### src/rtl/jtp_pkg.sv
/*
 * Constants of the boundary-scan test access port: instruction codes,
 * register widths and reset values.
 * Assumes nothing of its surroundings; used as jtp_pkg::name throughout.
 */
package jtp_pkg;

	// ****************************************
	// Instruction register
	// ****************************************
	localparam int IR_W = 3;
	localparam logic [2:0] IR_EXTEST = 3'h0;
	localparam logic [2:0] IR_IDCODE = 3'h1;
	localparam logic [2:0] IR_SAMPLE_Z = 3'h2;
	localparam logic [2:0] IR_SAMPLE = 3'h4;
	// Low two bits captured into the instruction register
	localparam logic [2:0] IR_CAPTURE = 3'h1;

	// ****************************************
	// Data registers
	// ****************************************
	localparam int ID_W = 32;
	// Identification code: value is arbitrary
	localparam logic [31:0] ID_VALUE = 32'h0000_0001;
	localparam int BSR_W = 16;
	localparam int RESET_ONES = 5;

	// ****************************************
	// Controller states
	// ****************************************
	typedef enum logic [3:0] {
		ST_RESET, ST_IDLE, ST_SEL_DR, ST_CAP_DR, ST_SH_DR, ST_EX1_DR, ST_PA_DR,
		ST_EX2_DR, ST_UP_DR, ST_SEL_IR, ST_CAP_IR, ST_SH_IR, ST_EX1_IR, ST_PA_IR,
		ST_EX2_IR, ST_UP_IR
	} jtp_state_t;

endpackage

### src/rtl/jtp_sync.sv
/*
 * Two-flop synchroniser for one external level.
 * Assumes the input is asynchronous to clk_sys.
 */
`timescale 1ns/1ps
module jtp_sync
(
	// Clock and reset
	input wire logic clk_sys,
	input wire logic rst_n,
	// Level
	input wire logic din,
	input wire logic rst_val,
	output logic dout
);

	logic meta_q;
	logic sync_q;

	always_ff @(posedge clk_sys or negedge rst_n)
	begin
		if (!rst_n)
		begin
			meta_q <= 1'b0;
			sync_q <= 1'b0;
		end
		else
		begin
			meta_q <= din;
			sync_q <= meta_q;
		end
	end

	// rst_val is a constant strap tied by the parent; applied combinationally
	assign dout = sync_q ^ rst_val;

endmodule

### src/rtl/jtp_tap.sv
/*
 * Boundary-scan test access port: controller, instruction register,
 * identification, bypass-free boundary scan register and serial output.
 * Assumes test pins come from outside; clk_sys runs well above the test clock
 * so that both test-clock edges are seen as sampled events.
 */
// Operation
// The controller state moves only on a detected test-clock edge.
// Mode select is sampled on each rising test-clock edge.
// Serial data-in is sampled on the rising test-clock edge.
// Serial data-out changes on the falling test-clock edge.
// There is one instruction register and several selectable data registers.
// Only external test and floated-capture may disturb normal memory operation.
// An unused port has its clock held low and select and data-in pulled high.
// Reset state is entered at power-up and after five rising edges with select high.
// The three-bit instruction resets to identification and takes effect at update-IR.
// The data-out driver and data-in sampling are active only in shift states.
// Codes 000, 010 and 100 capture the I/O ring into the boundary register.
// The controller follows the sixteen-state boundary-scan graph.
`timescale 1ns/1ps
module jtp_tap
(
	// Clock and reset
	input wire logic clk_sys,
	input wire logic rst_n,
	// Test pins
	input wire logic tck,
	input wire logic tms,
	input wire logic tdi,
	output logic tdo,
	output logic tdo_oe,
	// I/O ring
	input wire logic [jtp_pkg::BSR_W-1:0] ring_in,
	output logic [jtp_pkg::BSR_W-1:0] ring_out,
	// Memory side controls
	output logic test_drive,
	output logic dq_float,
	output logic on_die_termination_off
);

	// ****************************************
	// Pin synchronisers
	// ****************************************
	logic tck_s;
	logic tms_s;
	logic tdi_s;
	logic tck_d1_q;
	logic rise;
	logic fall;

	// Synchronisers reset low: tck idles low, so no false edge follows reset
	jtp_sync u_tck (.clk_sys(clk_sys), .rst_n(rst_n), .din(tck), .rst_val(1'b0), .dout(tck_s));
	jtp_sync u_tms (.clk_sys(clk_sys), .rst_n(rst_n), .din(tms), .rst_val(1'b0), .dout(tms_s));
	jtp_sync u_tdi (.clk_sys(clk_sys), .rst_n(rst_n), .din(tdi), .rst_val(1'b0), .dout(tdi_s));

	always_ff @(posedge clk_sys or negedge rst_n)
	begin
		if (!rst_n)
			tck_d1_q <= 1'b0;
		else
			tck_d1_q <= tck_s;
	end

	assign rise = tck_s & ~tck_d1_q;
	assign fall = ~tck_s & tck_d1_q;

	// ****************************************
	// Controller
	// ****************************************
	jtp_pkg::jtp_state_t st_q;
	jtp_pkg::jtp_state_t st_d;

	// standard transition graph
	always_comb
	begin
		st_d = st_q;
		case (st_q)
			jtp_pkg::ST_RESET: st_d = tms_s ? jtp_pkg::ST_RESET : jtp_pkg::ST_IDLE;
			jtp_pkg::ST_IDLE: st_d = tms_s ? jtp_pkg::ST_SEL_DR : jtp_pkg::ST_IDLE;
			jtp_pkg::ST_SEL_DR: st_d = tms_s ? jtp_pkg::ST_SEL_IR : jtp_pkg::ST_CAP_DR;
			jtp_pkg::ST_CAP_DR: st_d = tms_s ? jtp_pkg::ST_EX1_DR : jtp_pkg::ST_SH_DR;
			jtp_pkg::ST_SH_DR: st_d = tms_s ? jtp_pkg::ST_EX1_DR : jtp_pkg::ST_SH_DR;
			jtp_pkg::ST_EX1_DR: st_d = tms_s ? jtp_pkg::ST_UP_DR : jtp_pkg::ST_PA_DR;
			jtp_pkg::ST_PA_DR: st_d = tms_s ? jtp_pkg::ST_EX2_DR : jtp_pkg::ST_PA_DR;
			jtp_pkg::ST_EX2_DR: st_d = tms_s ? jtp_pkg::ST_UP_DR : jtp_pkg::ST_SH_DR;
			jtp_pkg::ST_UP_DR: st_d = tms_s ? jtp_pkg::ST_SEL_DR : jtp_pkg::ST_IDLE;
			jtp_pkg::ST_SEL_IR: st_d = tms_s ? jtp_pkg::ST_RESET : jtp_pkg::ST_CAP_IR;
			jtp_pkg::ST_CAP_IR: st_d = tms_s ? jtp_pkg::ST_EX1_IR : jtp_pkg::ST_SH_IR;
			jtp_pkg::ST_SH_IR: st_d = tms_s ? jtp_pkg::ST_EX1_IR : jtp_pkg::ST_SH_IR;
			jtp_pkg::ST_EX1_IR: st_d = tms_s ? jtp_pkg::ST_UP_IR : jtp_pkg::ST_PA_IR;
			jtp_pkg::ST_PA_IR: st_d = tms_s ? jtp_pkg::ST_EX2_IR : jtp_pkg::ST_PA_IR;
			jtp_pkg::ST_EX2_IR: st_d = tms_s ? jtp_pkg::ST_UP_IR : jtp_pkg::ST_SH_IR;
			jtp_pkg::ST_UP_IR: st_d = tms_s ? jtp_pkg::ST_SEL_DR : jtp_pkg::ST_IDLE;
			default: st_d = jtp_pkg::ST_RESET;
		endcase
	end

	// state moves only on a rising test clock
	// select sampled at that edge
	// power-up reset; five highs reach reset through the graph
	always_ff @(posedge clk_sys or negedge rst_n)
	begin
		if (!rst_n)
			st_q <= jtp_pkg::ST_RESET;
		else if (rise)
			st_q <= st_d;
	end

	// ****************************************
	// Instruction register
	// ****************************************
	logic [jtp_pkg::IR_W-1:0] ir_sh_q;
	logic [jtp_pkg::IR_W-1:0] ir_q;

	// the single instruction register
	// capture loads identification code
	always_ff @(posedge clk_sys or negedge rst_n)
	begin
		if (!rst_n)
			ir_sh_q <= jtp_pkg::IR_IDCODE;
		else if (rise)
		begin
			if (st_q == jtp_pkg::ST_CAP_IR || st_q == jtp_pkg::ST_RESET)
				ir_sh_q <= jtp_pkg::IR_CAPTURE;
			else if (st_q == jtp_pkg::ST_SH_IR)
				// data-in taken in shift only
				ir_sh_q <= {tdi_s, ir_sh_q[jtp_pkg::IR_W-1:1]};
		end
	end

	// takes effect at update-IR, identification in reset
	always_ff @(posedge clk_sys or negedge rst_n)
	begin
		if (!rst_n)
			ir_q <= jtp_pkg::IR_IDCODE;
		// Loaded as soon as reset is reached, so no test mode lingers there
		else if (st_q == jtp_pkg::ST_RESET)
			ir_q <= jtp_pkg::IR_IDCODE;
		else if (rise && st_q == jtp_pkg::ST_UP_IR)
			ir_q <= ir_sh_q;
	end

	// ****************************************
	// Data registers
	// ****************************************
	logic sel_bsr;
	logic [jtp_pkg::ID_W-1:0] id_q;
	logic [jtp_pkg::BSR_W-1:0] bsr_q;
	logic [jtp_pkg::BSR_W-1:0] upd_q;

	// the three ring instructions select the boundary register
	assign sel_bsr = (ir_q == jtp_pkg::IR_EXTEST) || (ir_q == jtp_pkg::IR_SAMPLE_Z)
		|| (ir_q == jtp_pkg::IR_SAMPLE);

	// data-in only sampled in shift-DR
	always_ff @(posedge clk_sys or negedge rst_n)
	begin
		if (!rst_n)
			id_q <= jtp_pkg::ID_VALUE;
		else if (rise && !sel_bsr)
		begin
			if (st_q == jtp_pkg::ST_CAP_DR)
				id_q <= jtp_pkg::ID_VALUE;
			else if (st_q == jtp_pkg::ST_SH_DR)
				id_q <= {tdi_s, id_q[jtp_pkg::ID_W-1:1]};
		end
	end

	// capture the I/O ring
	always_ff @(posedge clk_sys or negedge rst_n)
	begin
		if (!rst_n)
			bsr_q <= '0;
		else if (rise && sel_bsr)
		begin
			if (st_q == jtp_pkg::ST_CAP_DR)
				bsr_q <= ring_in;
			else if (st_q == jtp_pkg::ST_SH_DR)
				bsr_q <= {tdi_s, bsr_q[jtp_pkg::BSR_W-1:1]};
		end
	end

	always_ff @(posedge clk_sys or negedge rst_n)
	begin
		if (!rst_n)
			upd_q <= '0;
		else if (rise && sel_bsr && st_q == jtp_pkg::ST_UP_DR)
			upd_q <= bsr_q;
	end

	assign ring_out = upd_q;

	// ****************************************
	// Memory side effects
	// ****************************************
	// only external test and floated capture touch the memory pins
	always_ff @(posedge clk_sys or negedge rst_n)
	begin
		if (!rst_n)
		begin
			test_drive <= 1'b0;
			dq_float <= 1'b0;
			on_die_termination_off <= 1'b0;
		end
		else
		begin
			test_drive <= (ir_q == jtp_pkg::IR_EXTEST);
			dq_float <= (ir_q == jtp_pkg::IR_SAMPLE_Z);
			on_die_termination_off <= (ir_q == jtp_pkg::IR_EXTEST)
				|| (ir_q == jtp_pkg::IR_SAMPLE_Z);
		end
	end

	// ****************************************
	// Serial output
	// ****************************************
	logic sh_ir;
	logic sh_dr;
	logic tdo_d;

	assign sh_ir = (st_q == jtp_pkg::ST_SH_IR);
	assign sh_dr = (st_q == jtp_pkg::ST_SH_DR);
	assign tdo_d = sh_ir ? ir_sh_q[0] : (sel_bsr ? bsr_q[0] : id_q[0]);

	// output moves on the falling test clock
	// driver enabled only in shift states
	always_ff @(posedge clk_sys or negedge rst_n)
	begin
		if (!rst_n)
		begin
			tdo <= 1'b0;
			tdo_oe <= 1'b0;
		end
		else if (fall)
		begin
			tdo <= tdo_d;
			tdo_oe <= sh_ir | sh_dr;
		end
	end

endmodule

### config.mk
export PLATFORM = sky130hd
export DESIGN_NAME = jtp_tap
export DESIGN_NICKNAME = d
export VERILOG_FILES = /design/src/rtl/jtp_pkg.sv /design/src/rtl/jtp_sync.sv /design/src/rtl/jtp_tap.sv
export SDC_FILE = /design/constraint.sdc
export NUM_CORES = 1
export LEC_CHECK = 0
export BUFFER_PORTS_ARGS = -buffer_cell sky130_fd_sc_hd__buf_2
export CAP_MARGIN = 20
export CORE_ASPECT_RATIO = 0.5
export CORE_MARGIN = 2
export CORE_UTILIZATION = 45
export DETAILED_ROUTE_END_ITERATION = 6
export GPL_ROUTABILITY_DRIVEN = 0
export SLEW_MARGIN = 20
export SYNTH_ARGS = -nofsm -noshare
export SYNTH_HDL_FRONTEND = slang
export SYNTH_SLANG_ARGS = --single-unit
### constraint.sdc
create_clock -name clk_sys -period 3.63 [get_ports clk_sys]
set_input_delay 0.1815 -clock clk_sys [delete_from_list [all_inputs] [get_ports clk_sys]]
set_output_delay 0.1815 -clock clk_sys [all_outputs]
set_load 0.005 [all_outputs]
# == Yosys cells after proc, flatten, opt, wreduce, memory -nomap -nowiden ==
# Cells that the tools add are included.
# word_totals
register_bits,86
latchBits,0
mem_bits_rw,0
romBits,0
input_bits,21
output_inout_bits,21
n_memories,0
# op_classes
addsub,0
multipliers,0
div,0
order_cmp,0
eq_ne,17
shifts,0
muxes,23
bitwise_logic,5
reduce_logical,19
# ops
op,n
32-bit two-way mux,2
4-bit case mux with 12 select lines,1
"4-bit equality test, second input constant",8
16-bit two-way mux,2
3-bit two-way mux,6
"4-bit by 3-bit equality test with 1-bit output, second input constant",4
4-bit two-way mux,4
"4-bit by 2-bit equality test with 1-bit output, second input constant",2
2-bit two-way mux,3
2-bit AND reduction,3
2-bit nonzero test,3
1-bit two-way mux,5
"4-bit by 1-bit equality test with 1-bit output, second input constant",1
1-bit logical AND,4
4-bit logical NOT,1
2-bit OR reduction,2
"3-bit by 2-bit equality test with 1-bit output, second input constant",1
"3-bit equality test, second input constant",1
3-bit logical NOT,1
1-bit logical OR,3
3-bit OR reduction,1
1-bit AND,2
1-bit inverter,2
1-bit logical NOT,1
1-bit OR,1

# == Depth between registers and ports, before layout ==
# depth
ltp_word,6
depth_mapped,8
mapped_depth_nobuf,4

# == By module ==
# A second synthesis with hierarchy kept.
# hier_totals
hier_cells,353
area_unflattened_um2,3739.8
# by_module_without_submodules
mod,instances,cells_each,area_each_um2
jtp_tap,1,344,3563.4
jtp_sync,3,3,58.8

# == Least setup slack after synthesis ==
# No wires, ideal clock.
# synth_path
path_kind,flip-flop to flip-flop
start,register st_q[1]
end,register upd_q (netlist bit ring_out[10])
setup_ns,0.125
arrival_ns,1.383
t_required_ns,3.505
path_slack_ns,2.122
path_stages_with_launch,6
n_path_buf,2
period_less_slack_ns,1.508
cell_sequence,dfrtp_1 buf_2 nor2_2 nand4_4 buf_6 mux2_4
# synth_between
elab_chain_len,2
# synth_lines
element,line_no,source
from (decl),jtp_tap.sv:70,jtp_pkg::jtp_state_t st_q;
from (signal assigned),jtp_tap.sv:104,st_q <= jtp_pkg::ST_RESET;
from (signal assigned),jtp_tap.sv:106,st_q <= st_d;
4-bit equality test,jtp_tap.sv:187,else if (rise && sel_bsr && st_q == jtp_pkg::ST_UP_DR)
1-bit logical AND,jtp_tap.sv:187,
to (signal assigned),jtp_tap.sv:188,upd_q <= bsr_q;
to (decl),jtp_tap.sv:149,logic [jtp_pkg::BSR_W-1:0] upd_q;
# No other way between the ends.
# A chain may end at the register's enable or synchronous reset.

# == Worst setup path after layout ==
# layout_path
start,register u_tck.sync_q
end,register upd_q (netlist bit ring_out[8])
# layout_between
elab_chain_len,3
# layout_lines
element,line_no,source
from (decl),jtp_sync.sv:18,logic sync_q;
from (signal assigned),jtp_sync.sv:30,sync_q <= meta_q;
1-bit AND,jtp_tap.sv:64,assign rise = tck_s & ~tck_d1_q;
1-bit logical AND (2 in a row),jtp_tap.sv:187,
# No other way between the ends.

==> impl_metrics.tcl <==
set metrics [dict create \
    core_sq_um 8000 \
    synthesis.area_sq_um 3710 \
    maxCapViolCount 0 \
    path_cells "nor2b_1 -> nand4_4 -> mux2_4" \
    fp.dieW_um 132.4 \
    drive_gt1_frac 0.2159 \
    syn_area_per_cell_sq_um 10.63 \
    die-height_um 68.21 \
    synth_top_family_by_area "simple AND/OR/NAND/NOR gates" \
    syn_inst 349 \
    hold_ws_ns 0.1238 \
    max-slew-margin-rel 0.3113 \
    drt-wirelength-per-cell_um 13.24 \
    cts_num_sinks 86 \
    p_sw_uw 696.1 \
    final-hold-violation-count 0 \
    final_cells 501 \
    critPathMaxStageDelay_ns 0.75 \
    max_freq_ghz 0.4499 \
    skew_ns 0.007946 \
    power_frac_seq 0.466 \
    syn_to_final_growth_pct 15.65 \
    cp-end-kind "flip-flop" \
    synth_mux_area_frac 0.1106 \
    dieArea_sq_um 9031 \
    path_clk_slew_ns 0.06 \
    finalSetupViolCount 0 \
    io_pins 42 \
    fill_cells 723 \
    p_comb_frac 0.162 \
    fin_nets 406 \
    dp_hpwl_um 4265 \
    grt_usage 0.1672 \
    synth_area_leaders "dfrtp_1, nand2_1, o21ai_0, mux2i_1, mux2_4" \
    crit_path_max_fanout 16 \
    synth-simple-area-share 0.1433 \
    grt_antenna_before_repair 0 \
    drc_errors 0 \
    synth_compound_area_frac 0.1261 \
    multi_input_area_sq_um 1419 \
    drtIter0Drc 168 \
    p_int_uw 1726 \
    worst_slack_ns 1.407 \
    dp.cells 482 \
    tightest_slew_ns 1.029 \
    synthFlopType "dfrtp_1" \
    rsz0062_at_grt "false" \
    rows 23 \
    synth-adder-area-share 0 \
    finalWirelength_um 6631 \
    cts-root-buf "clkbuf_16" \
    grt_pass1_vias 2483 \
    antenna_left 0 \
    slew_violations 0 \
    initial_core_util 0.4637 \
    syn_nets 370 \
    diodes 0 \
    hold_path.class "primary input to flip-flop" \
    async_flop_share 1.000 \
    ir_worst_vdd_uv 300.9 \
    cp-start-kind "flip-flop" \
    powerDensity_nw_per_um2 564.7 \
    p_clk_frac 0.372 \
    insertion_delay_ns 0.34 \
    setup_tns_ns 0 \
    grt_max_degree 87 \
    status "complete, no violations" \
    power.leakage_uw 0.002144 \
    via_count 2509 \
    finalCritPeriodShare 0.6123 \
    final.min_clock_period_ns 2.223 \
    firstDrtPassIters 4 \
    grt_pass1_wl_um 11620 \
    place_ws_ns 1.430 \
    yosysUniqueCellTypes 44 \
    overflow 0 \
    worstPathRequired_ns 3.85 \
    slowest_stage "nor2b_1" \
    sw_frac_of_total 0.2873 \
    ys_seq_elements 86 \
    place_area_sq_um 3956 \
    critPathKind "flip-flop to flip-flop" \
    portBuffers 41 \
    synth_top_area_cell "dfrtp_1" \
    yosysSeqAreaShare 0.5811 \
    cts_tree "done" \
    synth_top_area_share 0.5599 \
    yosysWarnings 0 \
    synth_xor_area_frac 0 \
    arrival_ns 2.44 \
    seqCellArea_sq_um 2156 \
    h-tree-depth 3 \
    synth_edf_count 0 \
    final_area_sq_um 4290 \
    cts.repair.resized 0 \
    numCtsBuffers 9 \
    vias_per_cell 5.008 \
    clk_path_buf_depth 2 \
]
==> layout make-up <==
class	instances	area share
well taps	112	0.03266
inverters	5	0.004374
multi-input cells	236	0.3307
clock inverters	4	0.01108
clock buffers	11	0.05658
flip-flops and latches	86	0.5025
repair buffers	47	0.06212
==> repair_timing <==
action | in CTS | in global routing
buffers inserted | 0 | 0
endpoints found under the hold margin | 3 | 83
hold buffers | 3 | 1
==> cells in the final DEF (no fill, tap or decap), types with 4 or more instances in the layout <==
cell and n:
a21oi_1 10, buf_2 40, clkbuf_16 9, dfrtp_1 83, dlygate4sd3_1 4, inv_1 5
mux2_2 8, mux2_4 10, mux2i_1 17, nand2_1 87, nand3_1 4, nor2_1 4
o21ai_0 49, o21ai_1 6
==> power by group through the flow <==
| stage | registers, uW | clock network, uW | logic [uW] |
|---|---|---|---|
| 2_1_floorplan | 1080 | 0 | 363 |
| 3_3_place_gp | 1140 | 0 | 386 |
| 3_5_place_dp | 1150 | 0 | 394 |
| 4_1_cts | 1130 | 933 | 398 |
| 5_1_grt | 1140 | 968 | 452 |
| 6_report | 1130 | 901 | 394 |
==> stage by stage <==
step                utilization  total power (uW)
global placement         0.4945              1522
CTS                      0.5346              2458
finish                   0.5363              2423
detailed placement       0.4945              1539
floorplan                     -              1446
global route             0.5363              2561
==> critical path, delay by kind of cell (launching register included) <==
family        cells  cell delay (ns)
flops             1             0.39
mux               1             0.45
simple gates      2             1.27
==> cell usage after synthesis, types with 4 or more instances <==
cell type and number:
o21ai_0 49, nand2_1 87, mux2i_1 17, o21ai_1 6, nor2_1 4, clkbuf_1 6, buf_4 4, inv_1 5
nand3_1 4, mux2_2 8, buf_2 10, dfrtp_1 83, a21oi_1 10, mux2_4 10
==> metal layers <==
layer | up-vias | track usage | wire [um]
met4 | 0 | 0.08065 | 132
met5 | - | 0 | 0
met1 | 1206 | 0.2076 | 3223
li1 | 1268 | - | -
met3 | 12 | 0.04667 | 198
met2 | 23 | 0.2791 | 3076
==> path summary, 6_finish.rpt <==
check | slack [ns] | endpoint | startpoint | cells after the start
worst max-delay path | 1.41 | ring_out[8] | u_tck.sync_q | 3
worst min-delay path | 0.12 | bsr_q[10] | ring_in[10] | 3
worst max register to register | 1.41 | ring_out[8] | u_tck.sync_q | 3
worst min register to register | 0.35 | u_tck.sync_q | u_tck.meta_q | 0
max in group asynchronous | 2.66 | st_q[3] | rst_n | 2
min in group asynchronous | 0.46 | id_q[19] | rst_n | 2
==> registers in the layout, summed over array words and instances, names as in the netlist, 3 cells and up <==
signal / cells
bsr_q: 16
ring_out: 16
ir_q: 3
id_q: 32
ir_sh_q: 3
st_q: 4
==> cell families after synthesis <==
family | after synthesis
buffers and inverters | 27
muxes | 35
DFF | 86
AOI/OAI and AO/OA | 82
and+or+nand+nor | 119
No activity file was read; power rests on OpenSTA's default activity.
